<file path="src/hdl/pec_pkg.sv">
// Purpose: shared constants for the paired event counter block
// Assumes: one 20 MHz processor clock, register access by index
// Notes: setup field positions and count register geometry

package pec_pkg;

    // processor clock period
    localparam int CLK_PERIOD_NS = 50;

    // counter geometry
    localparam int NUM_CTR = 2;
    localparam int CNT_W = 40;
    localparam int WR_W = 32;
    localparam int TOT_W = 4;

    // register indices on the model register port
    localparam logic [1:0] IDX_SETUP_FIRST = 2'h0;
    localparam logic [1:0] IDX_SETUP_SECOND = 2'h1;
    localparam logic [1:0] IDX_COUNT_FIRST = 2'h2;
    localparam logic [1:0] IDX_COUNT_SECOND = 2'h3;

    // setup register fields
    localparam int EVT_CODE_LSB = 0;
    localparam int EVT_CODE_MSB = 7;
    localparam int QUAL_LSB = 8;
    localparam int QUAL_MSB = 15;
    localparam int USR_BIT = 16;
    localparam int KRN_BIT = 17;
    localparam int EDGE_BIT = 18;
    localparam int PIN_SEL_BIT = 19;
    localparam int INT_BIT = 20;
    localparam int EN_BIT = 22;
    localparam int FLIP_BIT = 23;
    localparam int THR_LSB = 24;
    localparam int THR_MSB = 31;

    // writable bits; bit 21 reserved, enable only in the first register
    localparam logic [31:0] SETUP_MASK_FIRST = 32'hffdf_ffff;
    localparam logic [31:0] SETUP_MASK_SECOND = 32'hff9f_ffff;

    // reset values
    localparam logic [31:0] SETUP_RESET = 32'h0000_0000;
    localparam logic [39:0] COUNT_RESET = 40'h00_0000_0000;

    // privilege level that may use the model register instructions
    localparam logic [1:0] CPL_KERNEL = 2'h0;

    // bus clock is the processor clock divided by four
    localparam int BUS_DIV = 4;
    localparam logic [1:0] BUS_DIV_LAST = 2'(BUS_DIV - 1);

endpackage

</file>
<file path="src/hdl/pec_top.sv">
// Purpose: two 40-bit event or duration counters with setup registers
// Assumes: event logic reports the per-cycle qualified total per counter
// Notes: model register port needs privilege 0, counter read port does not
//
// Functional notes
// two independent 40-bit counters, each with its own setup
// duration counts clocks while condition holds; event mode counts occurrences
// setup and count registers reach model register port only at privilege 0
// counter read port returns counts at any privilege level
// setup bits 0-7 hold event code steering the event unit
// setup bits 8-15 hold qualifier narrowing the chosen event
// bit 16 set: count while privilege is 1, 2 or 3
// bit 17 set: count at privilege 0; both bits: all levels
// bit 18 set: count rising transitions only; back-to-back merges
// bit 19 set: pin toggles per counted event; clear: on overflow
// each pin toggle is high for exactly one bus clock
// bit 20 set: overflow raises interrupt request to controller
// bit 22 of first setup only: enables or stops both counters
// bit 23 picks greater-or-equal or less-than; ignored at zero threshold
// nonzero threshold in bits 24-31: add one when comparison passes
// zero threshold without bit 18: add the full qualified total each cycle
// count write keeps low 32 bits, upper 8 copy bit 31
// counting starts after enabling write; clearing second setup stops second
// overflow is a carry past the all-ones 40-bit value
// both privilege bits clear: counter holds

`timescale 1ns/1ns

module pec_top
(
    // clock and reset
    input wire logic ref_clk,
    input wire logic rst_n,

    // processor privilege state
    input wire logic [1:0] cpl,

    // model register read and write instructions
    input wire logic msr_req,
    input wire logic msr_wr,
    input wire logic [1:0] msr_idx,
    input wire logic [31:0] msr_wdata,
    output logic msr_ack,
    output logic msr_fault,
    output logic [39:0] msr_rdata,

    // counter read instruction
    input wire logic pmc_req,
    input wire logic pmc_sel,
    output logic pmc_ack,
    output logic [39:0] pmc_rdata,

    // event detection units
    output logic [7:0] event_code_first,
    output logic [7:0] event_code_second,
    output logic [7:0] event_qualifier_field_first,
    output logic [7:0] event_qualifier_field_second,
    input wire logic [3:0] event_total_first,
    input wire logic [3:0] event_total_second,

    // monitor pins and interrupt requests
    output logic [1:0] monitor_pin,
    output logic [1:0] perf_irq
);

    // shared decode
    wire kernel_mode;
    wire access_ok;
    wire wr_ok;
    wire rd_ok;
    wire global_en;
    wire bus_tick;
    logic [1:0] bus_div_reg;
    logic [1:0] bus_div_next;

    logic [31:0] setup_w [pec_pkg::NUM_CTR];
    logic [39:0] count_w [pec_pkg::NUM_CTR];
    logic [3:0] total_w [pec_pkg::NUM_CTR];
    logic [pec_pkg::NUM_CTR-1:0] setup_wr_w;
    logic [pec_pkg::NUM_CTR-1:0] count_wr_w;
    logic [pec_pkg::NUM_CTR-1:0] pin_w;
    logic [pec_pkg::NUM_CTR-1:0] irq_w;

    wire [39:0] msr_rd_mux;
    wire [39:0] pmc_rd_mux;
    wire [39:0] wr_sext;

    assign kernel_mode = (cpl == pec_pkg::CPL_KERNEL);
    assign access_ok = msr_req & kernel_mode;
    assign wr_ok = access_ok & msr_wr;
    assign rd_ok = access_ok & ~msr_wr;
    assign global_en = setup_w[0][pec_pkg::EN_BIT];
    assign wr_sext = {{8{msr_wdata[31]}}, msr_wdata};

    assign setup_wr_w[0] = wr_ok & (msr_idx == pec_pkg::IDX_SETUP_FIRST);
    assign setup_wr_w[1] = wr_ok & (msr_idx == pec_pkg::IDX_SETUP_SECOND);
    assign count_wr_w[0] = wr_ok & (msr_idx == pec_pkg::IDX_COUNT_FIRST);
    assign count_wr_w[1] = wr_ok & (msr_idx == pec_pkg::IDX_COUNT_SECOND);

    assign total_w[0] = event_total_first;
    assign total_w[1] = event_total_second;

    // register read selection
    assign msr_rd_mux = (msr_idx == pec_pkg::IDX_SETUP_FIRST) ? {8'h00, setup_w[0]} :
                        (msr_idx == pec_pkg::IDX_SETUP_SECOND) ? {8'h00, setup_w[1]} :
                        (msr_idx == pec_pkg::IDX_COUNT_FIRST) ? count_w[0] :
                        count_w[1];
    assign pmc_rd_mux = pmc_sel ? count_w[1] : count_w[0];

    // bus clock enable from the processor clock
    assign bus_tick = (bus_div_reg == pec_pkg::BUS_DIV_LAST);
    assign bus_div_next = bus_tick ? 2'h0 : bus_div_reg + 2'h1;

    always_ff @(posedge ref_clk or negedge rst_n)
    begin
        if (!rst_n)
        begin
            bus_div_reg <= 2'h0;
        end
        else
        begin
            bus_div_reg <= bus_div_next;
        end
    end

    // per-counter datapath
    genvar gi;
    generate
        for (gi = 0; gi < pec_pkg::NUM_CTR; gi++)
        begin : g_ctr
            logic [31:0] setup_reg;
            logic [31:0] setup_next;
            logic [39:0] count_reg;
            logic [39:0] count_next;
            logic cond_prev_reg;
            logic pend_reg;
            logic pend_next;
            logic pin_reg;
            logic pin_next;
            logic irq_reg;

            wire [7:0] thr;
            wire thr_nz;
            wire flip;
            wire cmp_pass;
            wire cond;
            wire priv_ok;
            wire active;
            wire qual;
            wire hit;
            wire [39:0] inc;
            wire [40:0] sum;
            wire ovf;
            wire pin_evt;
            wire [31:0] setup_mask;

            assign setup_mask = (gi == 0) ? pec_pkg::SETUP_MASK_FIRST : pec_pkg::SETUP_MASK_SECOND;
            assign thr = setup_reg[pec_pkg::THR_MSB:pec_pkg::THR_LSB];
            assign thr_nz = (thr != 8'h00);
            assign flip = setup_reg[pec_pkg::FLIP_BIT] & thr_nz;
            assign cmp_pass = flip ? ({4'h0, total_w[gi]} < thr) : ({4'h0, total_w[gi]} >= thr);
            assign cond = thr_nz ? cmp_pass : (total_w[gi] != 4'h0);

            // privilege filter; both flags clear leaves nothing to count
            assign priv_ok = (setup_reg[pec_pkg::USR_BIT] & ~kernel_mode)
                           | (setup_reg[pec_pkg::KRN_BIT] & kernel_mode);
            assign active = global_en & priv_ok;
            assign qual = active & cond;
            assign hit = setup_reg[pec_pkg::EDGE_BIT] ? (qual & ~cond_prev_reg) : qual;

            // one per pass under threshold or edge, else full total
            assign inc = (setup_reg[pec_pkg::EDGE_BIT] | thr_nz) ? 40'h00_0000_0001
                       : {36'h0_0000_0000, total_w[gi]};
            assign sum = {1'b0, count_reg} + {1'b0, inc};
            assign ovf = hit & sum[40];

            assign setup_next = setup_wr_w[gi] ? (msr_wdata & setup_mask) : setup_reg;
            assign count_next = count_wr_w[gi] ? wr_sext :
                                hit ? sum[39:0] : count_reg;

            // pin request held until a bus clock edge finds the pin low
            assign pin_evt = setup_reg[pec_pkg::PIN_SEL_BIT] ? hit : ovf;
            assign pend_next = pin_evt | (pend_reg & ~(bus_tick & ~pin_reg));
            assign pin_next = bus_tick ? (pend_reg & ~pin_reg) : pin_reg;

            always_ff @(posedge ref_clk or negedge rst_n)
            begin
                if (!rst_n)
                begin
                    setup_reg <= pec_pkg::SETUP_RESET;
                    count_reg <= pec_pkg::COUNT_RESET;
                end
                else
                begin
                    setup_reg <= setup_next;
                    count_reg <= count_next;
                end
            end

            always_ff @(posedge ref_clk or negedge rst_n)
            begin
                if (!rst_n)
                begin
                    cond_prev_reg <= 1'b0;
                    pend_reg <= 1'b0;
                    pin_reg <= 1'b0;
                    irq_reg <= 1'b0;
                end
                else
                begin
                    cond_prev_reg <= qual;
                    pend_reg <= pend_next;
                    pin_reg <= pin_next;
                    irq_reg <= ovf & setup_reg[pec_pkg::INT_BIT];
                end
            end

            assign setup_w[gi] = setup_reg;
            assign count_w[gi] = count_reg;
            assign pin_w[gi] = pin_reg;
            assign irq_w[gi] = irq_reg;
        end
    endgenerate

    // event unit steering straight from the setup registers
    assign event_code_first = setup_w[0][pec_pkg::EVT_CODE_MSB:pec_pkg::EVT_CODE_LSB];
    assign event_code_second = setup_w[1][pec_pkg::EVT_CODE_MSB:pec_pkg::EVT_CODE_LSB];
    assign event_qualifier_field_first = setup_w[0][pec_pkg::QUAL_MSB:pec_pkg::QUAL_LSB];
    assign event_qualifier_field_second = setup_w[1][pec_pkg::QUAL_MSB:pec_pkg::QUAL_LSB];
    assign monitor_pin = pin_w;
    assign perf_irq = irq_w;

    // answers, one cycle after the request
    always_ff @(posedge ref_clk or negedge rst_n)
    begin
        if (!rst_n)
        begin
            msr_ack <= 1'b0;
            msr_fault <= 1'b0;
            msr_rdata <= 40'h00_0000_0000;
            pmc_ack <= 1'b0;
            pmc_rdata <= 40'h00_0000_0000;
        end
        else
        begin
            msr_ack <= msr_req;
            msr_fault <= msr_req & ~kernel_mode;
            msr_rdata <= rd_ok ? msr_rd_mux : 40'h00_0000_0000;
            pmc_ack <= pmc_req;
            pmc_rdata <= pmc_req ? pmc_rd_mux : 40'h00_0000_0000;
        end
    end

endmodule

</file>
<file path="config.mk">
export PLATFORM = sky130hd
export DESIGN_NAME = pec_top
export DESIGN_NICKNAME = d
export VERILOG_FILES = /design/src/hdl/pec_pkg.sv /design/src/hdl/pec_top.sv
export SDC_FILE = /design/constraint.sdc
export NUM_CORES = 1
export LEC_CHECK = 0
export ABC_AREA = 1
export BUFFER_PORTS_ARGS = -buffer_cell sky130_fd_sc_hd__buf_4
export CORE_MARGIN = 1
export CORE_UTILIZATION = 53
export CTS_CLUSTER_DIAMETER = 40
export CTS_CLUSTER_SIZE = 10
export DETAILED_ROUTE_END_ITERATION = 7
export PLACE_DENSITY = 0.77
export SLEW_MARGIN = 25
export SYNTH_ARGS = -nofsm -noshare
export SYNTH_HDL_FRONTEND = slang
export SYNTH_SLANG_ARGS = --single-unit
</file>
<file path="constraint.sdc">
create_clock -name ref_clk -period 2.4 [get_ports ref_clk]
set_input_delay 0.6 -clock ref_clk [delete_from_list [all_inputs] [get_ports ref_clk]]
set_output_delay 0.6 -clock ref_clk [all_outputs]
set_load 0.05 [all_outputs]
</file>
==> results.py <==
metrics = {
    "cells_and_area": {
        "layout.nets": 2249,
        "n_antenna_cell": 0,
        "drive_above_1_share_pct": 26.04,
        "area_growth_pct": 35.09,
        "largest_reg_flops": 80,
        "seqCellArea_um2": 5856,
        "layout_commonest_cell": "nand2_1",
        "final_cell_mix": "653 x nand2_1, 259 x buf_4, 234 x dfrtp_1, 178 x o21ai_0, 149 x inv_1",
        "n_fill_cell": 2016,
        "multi_input_area_um2": 7512,
    },
    "worst_setup_path": {
        "critical_path_arrival_ps": 3140,
        "path_class": "reg2reg",
        "critical_path_required_ps": 2810,
        "worstSetupStartpointType": "flop",
        "r2r_start": "g_ctr[0].setup_reg[28]$_DFFE_PN0P_",
        "r2r_slack_ps": -330,
        "reg2reg_depth": 18,
        "end_kind": "flop",
        "timing.rr.end": "g_ctr[0].count_reg[6]$_DFFE_PN0P_",
        "cp_max_fo": 5,
    },
    "floorplan": {
        "coreArea_um2": 25330,
        "num_rows": 58,
        "die_area_um2": 26660,
        "io_pins": 169,
        "start_util_pct": 54.43,
        "fp.dieH_um": 163.3,
        "die_x_um": 163.3,
    },
    "status": {
        "outcome": "complete, but fails checks",
        "violations": "setup timing",
    },
    "grt": {
        "gr-total-overflow": 0,
        "grt_pass1_wl_um": 81880,
        "grt_pass1_vias": 14050,
        "grt_max_degree": 64,
        "grt_usage_pct": 41.52,
        "grt_antenna_before_repair": 1,
    },
    "route": {
        "routed-via-count": 14880,
        "dr.pass1.iters": 8,
        "routed_wl_um": 56230,
        "viasPerCell": 5.864,
        "detail-route-antenna-nets": 0,
        "drc": 0,
        "wl_per_cell_um": 22.15,
        "drtIter0Drc": 1940,
    },
    "sta": {
        "maxSlewViolCount": 0,
        "worst_pin_slew_ps": 643.6,
        "max_slew_margin_pct": 56.64,
        "finalSetupViolCount": 77,
        "fin_crit_sh_pct": 113.8,
        "fin_ws_ps": -330.7,
        "hold_ws_ps": 27.14,
        "hold_viol": 0,
        "fin_skew_ps": 16.22,
        "rsz0062_at_grt": "true",
        "min_period_ps": 2731,
        "max_freq_mhz": 366.2,
    },
    "synth": {
        "ys.warnings.count": 0,
        "synth-seq-cells": 234,
        "synth_edf_count": 0,
        "synthCells": 1941,
        "synth.avg_cell_area_um2": 7.102,
        "netlist_area_um2": 13790,
        "synth.distinct_cells": 38,
        "seq_area_frac_synth_pct": 42.48,
        "syn_nets": 2010,
        "synth-main-ff-cell": "dfrtp_1",
        "ys_async_sr_fraction_pct": 100.0,
    },
    "run": {
        "drv_cap": 0,
    },
    "cts": {
        "cts_tree": "done",
        "cts_max_path_buffers": 3,
        "path_clk_slew_ps": 50,
        "cts_buffers": 40,
        "clk_latency_ps": 540,
        "h-tree-depth": 2,
        "cts-root-buf": "clkbuf_16",
        "cts.sinks": 234,
        "holdBufCountCts": 0,
    },
    "power": {
        "power.total_uw": 17720,
        "p_leak_uw": 0.008906,
        "p_per_area_nw_per_um2": 951.5,
        "vdd_drop_max_mv": 0.7528,
    },
    "placed_design": {
        "gp_congestion": 0.9836,
        "hpwl_um": 39470,
        "io_buffers": 168,
    },
    "worst_hold_path": {
        "hp-class": "in2async",
    },
}
-- power by group --
part	switching, uW	internal (uW)
Clock	2100	3880
Sequential	1120	4760
Combinational	3690	2180
Total	6900	10800
-- timing repair --
action,in CTS,in global routing
pin swaps,68,91
gates cloned,2,3
resized for setup,162,107
buffers inserted,24,13
setup endpoints to repair,76,82
-- per-layer routing --
metal	GRT usage, %	vias to the layer above	share of wire [%]
met1	56.01	7067	39
met4	20.99	0	5.9
met5	0	-	0
met3	8.126	232	11
met2	63.48	931	45
li1	-	6652	-
-- critical path: stages (launching register included) --
cell	delay [ps]
dfrtp_1	390
inv_1	90
nand2_1	110
nor3_4	210
inv_2	90
nor2_4	150
nand2_2	90
ha_4	170
fa_2	390
nand3_4	80
nand3_4	100
buf_6	150
nand2_8	100
buf_6	110
nor2_2	30
o21ai_1	140
nand2_1	60
nand2_1	70
o21ai_1	70
-- synthesized netlist by cell type, types with 3 or more instances --
cell type,instances,area share (%)
nand2_1,692,19
dfrtp_1,234,42
o21ai_0,203,7.4
inv_1,161,4.4
nor2_1,149,4.1
nand3_1,117,4.2
a21oi_1,90,3.3
buf_4,49,2.7
clkbuf_1,36,0.98
buf_2,29,1.1
xor2_1,28,1.8
nand4_1,23,1.0
o21ai_1,21,0.76
mux2_2,18,1.5
ha_1,17,1.5
xnor2_1,10,0.64
nor3_1,9,0.33
nor2_2,8,0.36
inv_2,6,0.16
nor2_4,6,0.49
nand3_2,4,0.29
a31oi_1,3,0.14
clkbuf_2,3,0.11
nand3b_1,3,0.16
nor3_2,3,0.22
-- worst max-delay path by stage --
stage	from	end	slack, ps	cells past startpoint
after floorplan	g_ctr[0].setup_reg[24]$_DFFE_PN0P_	g_ctr[0].count_reg[22]$_DFFE_PN0P_	-4	18
after global placement	g_ctr[1].setup_reg[28]$_DFFE_PN0P_	g_ctr[1].count_reg[34]$_DFFE_PN0P_	-290	18
after detailed placement	g_ctr[1].setup_reg[28]$_DFFE_PN0P_	g_ctr[1].count_reg[34]$_DFFE_PN0P_	-400	18
after CTS	g_ctr[1].setup_reg[31]$_DFFE_PN0P_	g_ctr[1].count_reg[14]$_DFFE_PN0P_	-220	16
after global routing	g_ctr[0].setup_reg[25]$_DFFE_PN0P_	g_ctr[0].count_reg[6]$_DFFE_PN0P_	-400	18
final	g_ctr[0].setup_reg[28]$_DFFE_PN0P_	g_ctr[0].count_reg[6]$_DFFE_PN0P_	-330	18
-- stage by stage --
step	TNS, ps	instances	setup WS, ps	utilization, %	area (um2)
2_1_floorplan	-4.383	1941	-4.383	-	13800
3_3_place_gp	-8132	2434	-287.9	62.63	15860
3_5_place_dp	-13430	2434	-396.3	62.63	15860
4_1_cts	-6140	2527	-219.5	71.24	18040
5_1_grt	-20430	2538	-403.4	73.53	18620
6_report	-11310	2538	-330.7	73.53	18620
-- logic make-up after synthesis --
| kind of cell | share of synthesized area, % |
|---|---|
| XOR/XNOR | 2.414 |
| AO/OA/AOI/OAI | 11.81 |
| adder cells (fa/ha/maj) | 1.833 |
| multiplexers | 1.470 |
| buffers and inverters | 9.539 |
| flip-flops | 42.48 |
| AND/OR/NAND/NOR | 30.46 |
-- cell type report --
class / count / area share (%)
multi-input cells: 1419 / 40.34
inverters: 170 / 3.494
clock buffers: 54 / 6.316
flip-flops and latches: 234 / 31.44
well taps: 330 / 2.217
clock inverters: 16 / 1.203
repair buffers: 315 / 14.99
No activity file was read; power rests on OpenSTA's default activity.
